**src/ssm_defines.svh**
```systemverilog
// constants of the supply supervisor and monitor logic
// assumes inclusion by ssm_pkg, ssm_top and the test bench
// ---------------------------------------------------------------
// Behaviour
// - high supervisor reset enable comes up set after reset
// - supervisors use two thresholds with hysteresis, monitors use one
// - external supply low sets sticky supervisor flag, may request reset
// - external supply under monitor level sets flag, may interrupt
// - high monitor resets under its level when level reset enable set and overvoltage clear
// - external supply rising past monitor level sets level-reached flag
// - high overvoltage reset works only at core level three
// - high changes mask events for a settling delay, then flag done
// - high supervisor flag in deep sleep only with sleep mode bit
// - all flags stay set until brownout reset or software clear
// - real-time clock and oscillator writes blocked while high supervisor off
// - all four units enabled at reset, each disabled by its own bit
// - core supply low sets sticky supervisor flag, may request reset
// - core supply under monitor level sets flag, may interrupt
// - low monitor resets on flag or on overvoltage per enables
// - core supply rising past monitor level sets level-reached flag
// - low changes mask events for a settling delay, then flag done
// - low supervisor flag in deep sleep only with sleep mode bit
// - power-up reset held until both supervisor release levels met
// - supervisors act by reset, monitors by flags and, with their reset enables, by reset
// - core level field resets to its lowest value
// ---------------------------------------------------------------
`ifndef SSM_DEFINES_SVH
`define SSM_DEFINES_SVH
// register byte offsets
`define SSM_OFF_CTRL_HI 5'h00
`define SSM_OFF_CTRL_LO 5'h04
`define SSM_OFF_CORE 5'h08
`define SSM_OFF_FLAGS 5'h0C
`define SSM_OFF_IE 5'h10
`define SSM_OFF_STATUS 5'h14
// side control fields
`define SSM_SUP_EN 0
`define SSM_MON_EN 1
`define SSM_ASSERT_LSB 2
`define SSM_RELEASE_LSB 4
`define SSM_SUP_RST 7
`define SSM_LVL_RST 8
`define SSM_OV_RST 9
`define SSM_SLEEP_MODE 10
`define SSM_EVT_MASK 11
`define SSM_CTRL_RST 12'h083
`define SSM_CHANGE_MASK 12'h07F
`define SSM_CORE_RST 2'h0
// flag and enable bits within one side, side stride
`define SSM_F_SUP 0
`define SSM_F_MON 1
`define SSM_F_LVL 2
`define SSM_F_DLY 3
`define SSM_SIDE_BITS 4
// status bits
`define SSM_ST_ILLEGAL 2
`define SSM_ST_POR 3
// settling delay
`define SSM_SETTLE_NS 1000
`define SSM_CLK_MHZ 100
`define SSM_SETTLE_CYC ((`SSM_SETTLE_NS * `SSM_CLK_MHZ + 999) / 1000)
`endif

```
**src/ssm_pkg.sv**
```systemverilog
// types of the supply supervisor and monitor logic
// assumes ssm_defines.svh on the include path
package ssm_pkg;
  `include "ssm_defines.svh"
  typedef logic [11:0] ssm_ctrl_t;
  typedef logic [7:0] ssm_count_t;
  typedef logic [31:0] ssm_word_t;
endpackage

```
**src/ssm_top.sv**
```systemverilog
// supervisor and monitor control, flags and reset request
// assumes asynchronous comparator outputs and an avalon-mm master
`timescale 1ns/1ns
`include "ssm_defines.svh"
module ssm_top
  import ssm_pkg::*;
(
  // clock and brownout reset
  input wire logic i_ref_clk,
  input wire logic i_rst_b,
  // avalon-mm slave
  input wire logic [4:0] i_avs_address,
  input wire logic i_avs_read,
  input wire logic i_avs_write,
  input wire logic [31:0] i_avs_writedata,
  input wire logic [3:0] i_avs_byteenable,
  output logic [31:0] o_avs_readdata,
  output logic o_avs_waitrequest,
  // external supply comparators, asynchronous
  input wire logic i_hi_below_assert,
  input wire logic i_hi_above_release,
  input wire logic i_hi_below_mon,
  input wire logic i_hi_over,
  // core supply comparators, asynchronous
  input wire logic i_lo_below_assert,
  input wire logic i_lo_above_release,
  input wire logic i_lo_below_mon,
  input wire logic i_lo_over,
  // cpu in sleep mode two, three or four
  input wire logic i_sleep_deep,
  // analogue settings
  output logic [1:0] o_core_level_select,
  output logic [1:0] o_hi_assert_threshold,
  output logic [2:0] o_hi_release_threshold,
  output logic [1:0] o_lo_assert_threshold,
  output logic [2:0] o_lo_release_threshold,
  output logic o_hi_sup_enable,
  output logic o_hi_mon_enable,
  output logic o_lo_sup_enable,
  output logic o_lo_mon_enable,
  // system effects
  output logic o_por_req,
  output logic o_irq,
  output logic o_rtc_write_block,
  output logic o_thresh_illegal
);

  // ---------------------------------------------------------------
  // declarations
  // ---------------------------------------------------------------
  logic [7:0] meta_reg;
  logic [7:0] meta_next;
  logic [7:0] sync_reg;
  logic [7:0] sync_next;
  ssm_ctrl_t ctrl_reg [2];
  ssm_ctrl_t ctrl_next [2];
  ssm_count_t dly_reg [2];
  ssm_count_t dly_next [2];
  logic [1:0] core_reg;
  logic [1:0] core_next;
  logic [7:0] flags_reg;
  logic [7:0] flags_next;
  logic [7:0] ie_reg;
  logic [7:0] ie_next;
  logic [1:0] low_reg;
  logic [1:0] low_next;
  logic [1:0] above_reg;
  logic [1:0] above_next;
  logic ack_reg;
  logic ack_next;
  logic [31:0] rdata_reg;
  logic [31:0] rdata_next;
  logic por_reg;
  logic por_next;
  logic irq_reg;
  logic irq_next;
  logic illegal_reg;
  logic illegal_next;
  logic wr_hit;
  logic [15:0] lane_mask;
  logic [7:0] flag_clr;
  logic [7:0] set_vec;
  logic [1:0] por_vec;
  logic [1:0] trig_vec;

  // ---------------------------------------------------------------
  // comparator synchronisers
  // ---------------------------------------------------------------
  // first stage is read only by the second stage
  always_comb begin
    meta_next = {i_lo_over, i_lo_below_mon, i_lo_above_release,
                 i_lo_below_assert, i_hi_over, i_hi_below_mon,
                 i_hi_above_release, i_hi_below_assert};
    sync_next = meta_reg;
  end

  always_ff @(posedge i_ref_clk or negedge i_rst_b) begin
    if (!i_rst_b) begin
      meta_reg <= 8'h00;
      sync_reg <= 8'h00;
    end else begin
      meta_reg <= meta_next;
      sync_reg <= sync_next;
    end
  end

  // ---------------------------------------------------------------
  // bus decode
  // ---------------------------------------------------------------
  // a write lands only at the edge where waitrequest is low
  assign wr_hit = i_avs_write & ack_reg;
  assign lane_mask = {{8{i_avs_byteenable[1]}}, {8{i_avs_byteenable[0]}}};
  assign flag_clr = (wr_hit && i_avs_address == `SSM_OFF_FLAGS) ?
                    (i_avs_writedata[7:0] & lane_mask[7:0]) : 8'h00;

  // ---------------------------------------------------------------
  // per-side event logic
  // ---------------------------------------------------------------
  for (genvar s = 0; s < 2; s++) begin : g_side
    logic [3:0] cmp;
    ssm_ctrl_t c;
    ssm_ctrl_t wr_val;
    logic wr_ctrl;
    logic live;
    logic sup_on;
    logic mon_on;
    logic ov_ok;
    logic [4:0] off;
    assign off = s ? `SSM_OFF_CTRL_LO : `SSM_OFF_CTRL_HI;
    assign cmp = sync_reg[4*s+3:4*s];
    assign c = ctrl_reg[s];
    assign wr_ctrl = wr_hit && i_avs_address == off;
    assign wr_val = (c & ~lane_mask[11:0]) |
                    (i_avs_writedata[11:0] & lane_mask[11:0]);
    // setting change restarts the settling delay
    assign trig_vec[s] = wr_ctrl &&
                         ((wr_val ^ c) & `SSM_CHANGE_MASK) != 12'h000;
    // events pass only when unmasked and settled
    assign live = !c[`SSM_EVT_MASK] && dly_reg[s] == 8'h00;
    assign sup_on = c[`SSM_SUP_EN];
    assign mon_on = c[`SSM_MON_EN];
    // high-side overvoltage only meaningful at top core level
    assign ov_ok = (s == 1) || core_reg == 2'h3;

    always_comb begin
      set_vec[4*s+`SSM_F_SUP] = sup_on && live && low_reg[s] &&
                                (!i_sleep_deep || c[`SSM_SLEEP_MODE]);
      set_vec[4*s+`SSM_F_MON] = mon_on && live && cmp[2];
      // level reached on the rising crossing of the monitor level
      set_vec[4*s+`SSM_F_LVL] = mon_on && live && !cmp[2] &&
                                !above_reg[s];
      set_vec[4*s+`SSM_F_DLY] = dly_reg[s] == 8'h01 && !trig_vec[s];
      // supervisors reset; monitors reset only through their enables
      // event mask and settling delay hold back supervisor resets too
      por_vec[s] = (sup_on && c[`SSM_SUP_RST] && low_reg[s] &&
                    live) ||
                   (mon_on && live && c[`SSM_LVL_RST] && !c[`SSM_OV_RST] &&
                    cmp[2]) ||
                   (mon_on && live && c[`SSM_LVL_RST] && c[`SSM_OV_RST] &&
                    cmp[3] && ov_ok);
    end

    // control, delay and hysteresis next values
    always_comb begin
      ctrl_next[s] = wr_ctrl ? wr_val : c;
      if (trig_vec[s]) begin
        dly_next[s] = 8'(`SSM_SETTLE_CYC);
      end else if (dly_reg[s] != 8'h00) begin
        dly_next[s] = dly_reg[s] - 8'h01;
      end else begin
        dly_next[s] = 8'h00;
      end
      // falls below assert level, leaves only above release level
      if (cmp[0]) begin
        low_next[s] = 1'b1;
      end else if (cmp[1]) begin
        low_next[s] = 1'b0;
      end else begin
        low_next[s] = low_reg[s];
      end
      above_next[s] = !cmp[2];
    end

    always_ff @(posedge i_ref_clk or negedge i_rst_b) begin
      if (!i_rst_b) begin
        ctrl_reg[s] <= `SSM_CTRL_RST;
        dly_reg[s] <= 8'h00;
        low_reg[s] <= 1'b1;
        above_reg[s] <= 1'b0;
      end else begin
        ctrl_reg[s] <= ctrl_next[s];
        dly_reg[s] <= dly_next[s];
        low_reg[s] <= low_next[s];
        above_reg[s] <= above_next[s];
      end
    end
  end

  // ---------------------------------------------------------------
  // core level, flags, enables
  // ---------------------------------------------------------------
  // set wins over a clear in the same cycle
  always_comb begin
    core_next = core_reg;
    ie_next = ie_reg;
    if (wr_hit && i_avs_address == `SSM_OFF_CORE && i_avs_byteenable[0]) begin
      core_next = i_avs_writedata[1:0];
    end
    if (wr_hit && i_avs_address == `SSM_OFF_IE && i_avs_byteenable[0]) begin
      ie_next = i_avs_writedata[7:0];
    end
    flags_next = (flags_reg & ~flag_clr) | set_vec;
  end

  always_ff @(posedge i_ref_clk or negedge i_rst_b) begin
    if (!i_rst_b) begin
      core_reg <= `SSM_CORE_RST;
      flags_reg <= 8'h00;
      ie_reg <= 8'h00;
    end else begin
      core_reg <= core_next;
      flags_reg <= flags_next;
      ie_reg <= ie_next;
    end
  end

  // ---------------------------------------------------------------
  // reset request, interrupt, code check
  // ---------------------------------------------------------------
  // supervisor flags carry no interrupt; they act by reset
  always_comb begin
    por_next = |por_vec;
    irq_next = |(flags_reg & ie_reg & 8'hEE);
    // release window is core..core+3, top level reaches code 7
    illegal_next = (ctrl_reg[0][6:4] < {1'b0, ctrl_reg[0][3:2]}) ||
                   (ctrl_reg[0][6:4] < {1'b0, core_reg}) ||
                   (core_reg != 2'h3 &&
                    ctrl_reg[0][6:4] > ({1'b0, core_reg} + 3'h3));
  end

  always_ff @(posedge i_ref_clk or negedge i_rst_b) begin
    if (!i_rst_b) begin
      por_reg <= 1'b1;
      irq_reg <= 1'b0;
      illegal_reg <= 1'b0;
    end else begin
      por_reg <= por_next;
      irq_reg <= irq_next;
      illegal_reg <= illegal_next;
    end
  end

  // ---------------------------------------------------------------
  // bus handshake and read data
  // ---------------------------------------------------------------
  // one wait state: data is registered before waitrequest drops
  always_comb begin
    ack_next = (i_avs_read | i_avs_write) & ~ack_reg;
    rdata_next = rdata_reg;
    if (i_avs_read && !ack_reg) begin
      unique case (i_avs_address)
        `SSM_OFF_CTRL_HI: rdata_next = {20'h00000, ctrl_reg[0]};
        `SSM_OFF_CTRL_LO: rdata_next = {20'h00000, ctrl_reg[1]};
        `SSM_OFF_CORE: rdata_next = {30'h0000000, core_reg};
        `SSM_OFF_FLAGS: rdata_next = {24'h000000, flags_reg};
        `SSM_OFF_IE: rdata_next = {24'h000000, ie_reg};
        // delay status reads one while settling
        `SSM_OFF_STATUS: rdata_next = {28'h0000000, por_reg, illegal_reg,
                                       dly_reg[1] != 8'h00,
                                       dly_reg[0] != 8'h00};
        default: rdata_next = 32'h00000000;
      endcase
    end
  end

  always_ff @(posedge i_ref_clk or negedge i_rst_b) begin
    if (!i_rst_b) begin
      ack_reg <= 1'b0;
      rdata_reg <= 32'h00000000;
    end else begin
      ack_reg <= ack_next;
      rdata_reg <= rdata_next;
    end
  end

  // ---------------------------------------------------------------
  // outputs
  // ---------------------------------------------------------------
  assign o_avs_waitrequest = (i_avs_read | i_avs_write) & ~ack_reg;
  assign o_avs_readdata = rdata_reg;
  assign o_core_level_select = core_reg;
  assign o_hi_assert_threshold = ctrl_reg[0][3:2];
  assign o_hi_release_threshold = ctrl_reg[0][6:4];
  assign o_lo_assert_threshold = ctrl_reg[1][3:2];
  assign o_lo_release_threshold = ctrl_reg[1][6:4];
  assign o_hi_sup_enable = ctrl_reg[0][`SSM_SUP_EN];
  assign o_hi_mon_enable = ctrl_reg[0][`SSM_MON_EN];
  assign o_lo_sup_enable = ctrl_reg[1][`SSM_SUP_EN];
  assign o_lo_mon_enable = ctrl_reg[1][`SSM_MON_EN];
  assign o_por_req = por_reg;
  assign o_irq = irq_reg;
  // protected clock registers need the high supervisor running
  assign o_rtc_write_block = ~ctrl_reg[0][`SSM_SUP_EN];
  assign o_thresh_illegal = illegal_reg;

endmodule

```
**config.mk**
```make
export PLATFORM = sky130hd
export DESIGN_NAME = ssm_top
export DESIGN_NICKNAME = d
export VERILOG_FILES = /design/src/ssm_pkg.sv /design/src/ssm_top.sv
export VERILOG_INCLUDE_DIRS = /design/src
export SDC_FILE = /design/constraint.sdc
export NUM_CORES = 1
export LEC_CHECK = 0
export BUFFER_PORTS_ARGS = -buffer_cell sky130_fd_sc_hd__buf_2
export CAP_MARGIN = 40
export CORE_MARGIN = 3
export CORE_UTILIZATION = 31
export DETAILED_ROUTE_END_ITERATION = 8
export PLACE_DENSITY = 0.52
export SLEW_MARGIN = 10
export SYNTH_ARGS = -nofsm -noshare
export SYNTH_HDL_FRONTEND = slang
export SYNTH_SLANG_ARGS = --single-unit
```
**constraint.sdc**
```tcl
create_clock -name i_ref_clk -period 2.6 [get_ports i_ref_clk]
set_input_delay 0.52 -clock i_ref_clk [delete_from_list [all_inputs] [get_ports i_ref_clk]]
set_output_delay 0.52 -clock i_ref_clk [all_outputs]
set_load 0.05 [all_outputs]
```
### After elaboration in Yosys (flattened, before gate mapping)

Index checks and enable logic that the tools add are counted.

* $add $sub $neg: 3
* order comparisons: 3
* equality and inequality tests: 9
* multiplexer cells: 10
* bitwise gates (word level): 18
* reductions and logical operators: 77

Operators by type and width (number)
* 12-bit case mux with 6 select lines: 1
* 1-bit logical AND: 46
* 8-bit 2-to-1 mux: 5
* 12-bit AND: 3
* 8-bit AND: 3
* 12-bit OR: 2
* 12-bit nonzero test: 2
* 8-bit by 1-bit == test with 1-bit output (second input constant): 2
* 8-bit logical NOT: 2
* 8-bit nonzero test: 2
* 8-bit by 1-bit subtractor with 8-bit output (second input constant): 2
* 7-bit bitwise XOR: 2
* 1-bit logical NOT: 12
* 12-bit inverter: 1
* 5-bit by 4-bit == test with 1-bit output (second input constant): 2
* 5-bit == test (second input constant): 2
* 1-bit logical OR: 8
* 8-bit inverter: 1
* 8-bit OR: 1
* 3-bit by 2-bit less-than comparator with 1-bit output: 2
* 6-bit OR reduction: 1
* 5-bit by 3-bit == test with 1-bit output (second input constant): 1
* 5-bit logical NOT: 1
* 1-bit 2-to-1 mux: 4
* 9 further kinds: 12

* register bits after elaboration: 114
* word-level logic and storage cells: 138

### Longest topological paths before layout

Gate-level depths: netlist of run 1.

* depth in word-level cells: 9
* gate-level depth with buffers: 7

### Worst setup path before layout of run 1

No wires, ideal clock.

* path kind: reg-to-reg
* start: register core_reg[0], in the netlist o_core_level_select[0]
* end: register illegal_reg, in the netlist o_thresh_illegal
* data arrival time: 1844 ps
* required time: 2471 ps
* path slack: 626 ps
* stages on the path, launching flop included: 8
* path buffers: 0
* cell sequence: dfrtp_1 inv_1 ha_1 ha_1 nor2b_1 o21a_1 o21ai_0 o21ai_0

* longest elaborated chain between the ends: 4
* elaborated cells on any way between the ends: 7

Ends and longest elaborated chain
* start: declaration: RTL line ssm_top.sv:59 `logic [1:0] core_reg;`
* start signal: assignment: RTL line ssm_top.sv:217 `` core_reg <= `SSM_CORE_RST; ``
* start signal: assignment: RTL line ssm_top.sv:221 `core_reg <= core_next;`
* 2-bit by 2-bit adder with 3-bit output: RTL line ssm_top.sv:238 `ctrl_reg[0][6:4] > ({1'b0, core_reg} + 3'h3));`
* 3-bit greater-than comparator: RTL line ssm_top.sv:238
* 1-bit logical AND: RTL line ssm_top.sv:237 `(core_reg != 2'h3 &&`
* 1-bit logical OR *: RTL line ssm_top.sv:236 `(ctrl_reg[0][6:4] < {1'b0, core_reg}) ||`
* via illegal_next: RTL line ssm_top.sv:78 `logic illegal_next;`
* end signal: assignment: RTL line ssm_top.sv:249 `illegal_reg <= illegal_next;`
* end: declaration: RTL line ssm_top.sv:77 `logic illegal_reg;`

The timed path passes the listed nets; every way through them passes the cells marked *.
A chain may end at the register's enable or synchronous reset.

### Worst setup path after layout of run 1

* start: register dly_reg[0] in the netlist's numbering
* end: register flags_reg[5]

* longest elaborated chain between the ends: 5

Ends and longest elaborated chain
* start: declaration: RTL line ssm_top.sv:57 `ssm_count_t dly_reg [2];`
* start signal: indexed assignment: RTL line ssm_top.sv:192 `dly_reg[s] <= dly_next[s];`
* 8-bit logical NOT: RTL line ssm_top.sv:139 `` assign live = !c[`SSM_EVT_MASK] && dly_reg[s] == 8'h00; ``
* 1-bit logical AND: RTL line ssm_top.sv:139
* 1-bit logical AND (2 in series): RTL line ssm_top.sv:148 `` set_vec[4*s+`SSM_F_MON] = mon_on && live && cmp[2]; ``
* 8-bit OR: RTL line ssm_top.sv:212 `flags_next = (flags_reg & ~flag_clr) | set_vec;`
* via flags_next[5]: RTL line ssm_top.sv:62 `logic [7:0] flags_next;`
* end signal: assignment: RTL line ssm_top.sv:222 `flags_reg <= flags_next;`
* end: declaration: RTL line ssm_top.sv:61 `logic [7:0] flags_reg;`

The timed path passes the listed nets, and every way through them passes these cells.

==> qor.yml, run 1 <==
status:
  status: "complete, no violations"
grt:
  gr-usage-all-layers_pct: 14.57
  grt_pass1_wl_um: 18380
  grt_max_degree: 43
  antenna_found_initial: 0
  grt_pass1_vias: 3367
  grt-ovfl-total: 0
layout:
  multi_input_area_um2: 2052
  layout.nets: 536
  regArea_um2: 2364
  layout_commonest_cell: "dfrtp_1"
  antenna_cells: 0
  mostFrequentLayoutCells: "85 x dfrtp_1, 63 x buf_2, 36 x mux2_2"
  final_cell_area_um2: 5395
  filler_cell_count: 1470
  drive_gt1_share_pct: 30.17
  areaGrowthSynthToFinish_pct: 15.42
timing:
  fin_crit_ns: 1.981
  setup_violations: 0
  fin_crit_sh_pct: 76.18
  finalClockSkew_ns: 0.01127
  slew_headroom_pct: 60.73
  rsz0062_at_grt: "no"
  tns_ns: 0
  tightest_slew_ns: 0.5891
  slew_violations: 0
  report.final.hold_viol_count: 0
  max_freq_ghz: 0.5049
  layout_setup_ws_ns: 0.6193
routing:
  postRouteWirelength_um: 11450
  via_count: 3259
  ant_nets: 0
  avgViaCountPerCell: 4.953
  drtPass1Iterations: 5
  drc: 0
  wl_per_cell_um: 17.39
  first_iter_violations: 167
clock_network:
  clk_pin_slew_ns: 0.07
  post-cts-setup-buffer-count: 0
  cts_made_buffers: 9
  clk-insertion-delay-late_ns: 0.36
  hold_buffers: 0
  cts_tree: "done"
  cts_resized: 0
  cts_max_level: 3
  cts_root_buf: "clkbuf_16"
  clk_path_buf_depth: 2
  cts.sinks: 94
synthesis:
  synth_edf_count: 0
  seq_area_frac_synth_pct: 50.56
  synth_xor_area_share_pct: 3.747
  synth.distinct_cells: 57
  synth_area_per_cell_um2: 11.37
  synth_compound_area_share_pct: 10.31
  netlist_area_um2: 4674
  ys_ff_latch: 94
  synthMuxAreaShare_pct: 10.87
  synthAdderAreaFrac_pct: 3.480
  async_flop_share_pct: 100.0
  syn_inst: 411
  synth_top_family_by_area: "simple AND/OR/NAND/NOR gates"
  ys_warn_count: 0
  synthSimpleGateAreaFrac_pct: 13.89
  synth_top_flop_cell: "dfrtp_1"
power:
  p_sw_share_pct: 32.12
  pwr-share-seq_pct: 45.6
  p_clk_share_pct: 32.8
  powerDensity_nw_per_um2: 779.1
  p_switching_mw: 1.350
  max-vdd-ir-drop_v: 0.0003778
  intPower_mw: 2.853
  leakage_nw: 2.530
  combPwrFrac_pct: 21.7
placed_design:
  place_congestion: 0.7958
  placed_cell_area_um2: 5082
  dpl_worst_slack_ns: 0.4881
  port-buffer-count: 64
  dp_hpwl_um: 8563
floorplan:
  dieWidth_um: 128.8
  die_area_um2: 16590
  io_pins: 107
  die_h_um: 128.8
  coreArea_um2: 14640
  num_rows: 44
  initial_utilization_pct: 31.92
worst_setup_path:
  worstSetupPathType: "reg -> reg"
  crit_arrival_ns: 2.27
  crit_path_end_kind: "flip-flop"
  cp_max_fo: 9
  start_kind: "flip-flop"
  critPathRequiredTime_ns: 2.89
flow_run:
  cap_violations: 0
min_path:
  hp-class: "in -> async"
[through the flow]
stage          util [%]  instances  hold slack (ns)  total power [mW]
2_1_floorplan         -        430           0.2244             2.622
6_report          36.84        658           0.1490             4.203
5_1_grt           36.84        658           0.1859             4.433
3_5_place_dp      34.71        642           0.3347             2.862
4_1_cts           36.84        658           0.1676             4.252
3_3_place_gp      34.71        642           0.3313             2.830
[Yosys cell counts, drive strengths merged, types with 9 or more instances]
master   n  area share (%)
xor2    11             2.1
buf     36             5.5
dfstp    9             5.1
nor2b   13             1.7
nor3    13             1.6
xnor2    9             1.7
nand2   27             2.2
ha      13             3.5
inv     13             1.0
o21ai   17             1.8
a22oi   10             1.6
dfrtp   85              46
nor2    25             2.2
mux2    36             8.7
[path summary, 6_finish.rpt]
check	startpoint	end	slack, ns	depth (start not counted)
setup / recovery	dly_reg[0]	flags_reg[5]	0.62	5
hold / removal	i_rst_b	asynchronous set/reset pin	0.15	1
setup reg to reg	dly_reg[0]	flags_reg[5]	0.62	5
hold reg to reg	meta_reg[6]	sync_reg[6]	0.34	0
max in group asynchronous	i_rst_b	g_side[1].c[1]	1.74	2
min in group i_ref_clk	i_hi_below_assert	meta_reg[0]	0.26	1
[final cells by class]
class / count / area share [%]
clock buffers: 13 / 5.009
clock inverters: 3 / 0.7885
inverters: 13 / 0.9045
multi-input cells: 280 / 38.03
flip-flops and latches: 94 / 43.81
well taps: 184 / 4.267
repair buffers: 71 / 7.189
[metal layers]
metal | routed length (um) | GRT usage, % | part of all wire (%)
met1 | 4879 | 17.60 | 43
met3 | 555 | 3.362 | 4.8
met2 | 5722 | 24.54 | 50
met5 | 0 | 0 | 0
met4 | 287 | 6.918 | 2.5
[worst max-delay path, stage by stage, from the launching register on]
cell	delay (ns)
dfrtp_1	0.42
inv_1	0.07
ha_1	0.20
or3b_2	0.53
nor2_2	0.47
a32o_1	0.24
[kinds of logic after synthesis]
group,after synthesis
multiplexers,45
other,1
buffers and inverters,56
flip-flops,94
AO/OA/AOI/OAI,65
AND/OR/NAND/NOR,117
adder cells (fa/ha/maj),13
XOR/XNOR,20
[power by group through the flow]
stage                     clock, mW  combinational (mW)  sequential, mW
after global placement            0               0.898            1.93
after detailed placement          0               0.923            1.94
after CTS                      1.41               0.925            1.92
final                          1.38               0.911            1.91
after floorplan                   0               0.646            1.98
after global routing           1.47                1.01            1.95
No activity file was read; power rests on OpenSTA's default activity.
==> inputs of run 2 (changes only) <==
Settings changed: ABC_AREA from default to 1, PLACE_DENSITY 0.52 to 0.53.
Clock period 2.6 ns to 1.8 ns, I/O delays scaled along.
==> run 2 against run 1 <==
  * Die area increased by 6.7%
  * Area after synthesis increased by 7.0%
  * Clock-buffer cell count is 4 lower
  * Setup slack worse by 0.46 ns
  * Sequential power increased by 45%
  * Critical path type unchanged
==> qor.yml, run 2 <==
status:
  status: "complete, no violations"
synthesis:
  ys_ff_latch: 94
  synth_top_flop_cell: "dfrtp_1"
  synth_largest_area_cell: "dfrtp_1"
  synth.distinct_cells: 35
  async_flop_share_pct: 100.0
  synth_edf_count: 0
  yosysMostFrequentCell: "nand2_1"
  synth_area_per_cell_um2: 8.149
  yosys-top-cells-count: "148 x nand2_1, 85 x dfrtp_1, 71 x inv_1"
  seq_area_frac_synth_pct: 47.24
  netlist_area_um2: 5004
  syn_inst: 614
  ys_warn_count: 0
  synth_top_cells_by_area: "dfrtp_1 43%, nand2_1 11%, o21ai_0 5.8%, inv_1 5.3%, buf_4 5.0%"
  yosys.area.top_type_share_pct: 42.51
power:
  leakage_nw: 2.955
  max-vdd-ir-drop_v: 0.0004971
  p_total_mw: 6.358
  powerDensity_nw_per_um2: 1099
timing:
  max_freq_ghz: 0.6088
  report.final.hold_viol_count: 0
  fin_crit_sh_pct: 91.26
  setup_violations: 0
  fin_crit_ns: 1.643
  hold_slack_ns: 0.1064
  tns_ns: 0
  finalClockSkew_ns: 0.007672
  rsz0062_at_grt: "no"
  slew_violations: 0
clock_network:
  cts_made_buffers: 9
  clk-insertion-delay-late_ns: 0.35
  cts.sinks: 94
  hold_buffers: 1
  cts_root_buf: "clkbuf_16"
  cts_max_level: 3
  post-cts-setup-buffer-count: 0
  cts_tree: "done"
  cts_resized: 0
  clk_pin_slew_ns: 0.07
  clk_path_buf_depth: 2
worst_setup_path:
  crit_path_end_kind: "flip-flop"
  crit_arrival_ns: 1.91
  startpoint: "o_core_level_select[0]"
  cp_max_fo: 5
  reg2regPathDepth: 7
  critPathRequiredTime_ns: 2.06
  r2r_end: "o_thresh_illegal"
  worstSetupPathType: "reg -> reg"
  r2r_slack_ns: 0.16
  start_kind: "flip-flop"
  rr_startpoint: "o_core_level_select[0]"
min_path:
  hold_end: "meta_reg[5]"
  hold_path_startpoint: "i_lo_above_release"
  hold_path_depth: 1
  hp-class: "in -> reg"
layout:
  mostFrequentLayoutCells: "148 x nand2_1, 85 x dfrtp_1, 71 x inv_1"
  areaGrowthSynthToFinish_pct: 15.65
  layout_commonest_cell: "nand2_1"
  filler_cell_count: 1618
  layout.nets: 747
  antenna_cells: 0
  final_util_pct: 37.37
  drive_gt1_share_pct: 20.58
floorplan:
  initial_utilization_pct: 32.32
  die_h_um: 133.0
  dieWidth_um: 133.0
  num_rows: 45
  io_pins: 107
  die_area_um2: 17700
  coreArea_um2: 15480
routing:
  avgViaCountPerCell: 4.643
  postRouteWirelength_um: 13150
  via_count: 4160
  first_iter_violations: 310
  ant_nets: 0
  drtPass1Iterations: 5
  drc: 0
  wl_per_cell_um: 14.68
grt:
  antenna_found_initial: 0
  gr-usage-all-layers_pct: 15.31
  grt_pass1_vias: 3886
  grt_pass1_wl_um: 21140
  grt-ovfl-total: 0
  grt_max_degree: 38
placed_design:
  dp_hpwl_um: 10240
  port-buffer-count: 64
  place_congestion: 0.8601
flow_run:
  cap_violations: 0
run 2: cell types whose count changed in the layout (fill, tap and decap cells not counted), moves of 9 or more:
cell,before,now
nand3_1,5,44
o21ai_0,17,58
inv_1,13,71
o21ai_2,0,10
nor2b_1,13,0
nand2_1,27,148
a22oi_1,10,0
nor2_1,23,44
o21ai_1,0,9
mux2_2,36,0
nand4_1,1,10
run 2: power breakdown:
part | internal, mW | switching (mW) | leakage, nW
logic | 0.532 | 1.22 | 1.69
clock network | 0.954 | 0.883 | 0.130
registers | 2.46 | 0.303 | 1.13
run 2: critical path, cell delays in order, from the launching register on:
cell,delay (ns)
dfrtp_1,0.43
inv_1,0.12
ha_1,0.31
ha_1,0.29
nand2_1,0.05
o21ai_0,0.15
nand2_1,0.07
o22ai_1,0.13
run 2: metal layers:
layer	GRT usage [%]	share of wire, %	vias to the layer above
li1	-	-	2067
met1	21.52	48	1949
met2	23.28	45	127
met3	3.498	5.2	17
met4	5.081	1.7	0
met5	0	0	-
run 2: kinds of logic (layout without fill, tap and decap cells):
kind of cell	after synthesis	in the layout	synth area share [%]
AOI/OAI and AO/OA	106	106	12.15
buffers and inverters	120	172	11.88
xor gates and xnor gates	5	5	0.8752
adders and majority gates	13	13	3.251
DFF	94	94	47.24
other	1	20	0.07495
and+or+nand+nor	275	275	24.53
run 2: metrics by stage:
stage	instances	instance area, um^2	setup slack (ns)
4_1_cts	896	5787	0.1558
2_1_floorplan	633	5075	0.01250
5_1_grt	896	5787	0.01828
6_report	896	5787	0.1574
3_3_place_gp	879	5495	0.1370
3_5_place_dp	879	5495	0.1078
run 2: worst max-delay path by stage:
| stage | to | depth (start not counted) |
|---|---|---|
| 2_1_floorplan | o_thresh_illegal | 7 |
| 3_3_place_gp | dly_reg[1] | 9 |
| 3_5_place_dp | dly_reg[7] | 9 |
| 4_1_cts | o_lo_mon_enable | 1 |
| 5_1_grt | o_thresh_illegal | 7 |
| 6_report | o_thresh_illegal | 7 |
run 2: area by class of cell:
| cell class | instances | area [um^2] | share of cell area [%] |
|---|---|---|---|
| well taps | 211 | 264.0 | 4.562 |
| clock inverters | 7 | 56.30 | 0.9730 |
| flip-flops and latches | 94 | 2364 | 40.84 |
| repair buffers | 78 | 467.9 | 8.086 |
| multi-input cells | 419 | 2117 | 36.58 |
| inverters | 78 | 292.8 | 5.059 |
| clock buffers | 9 | 225.2 | 3.892 |
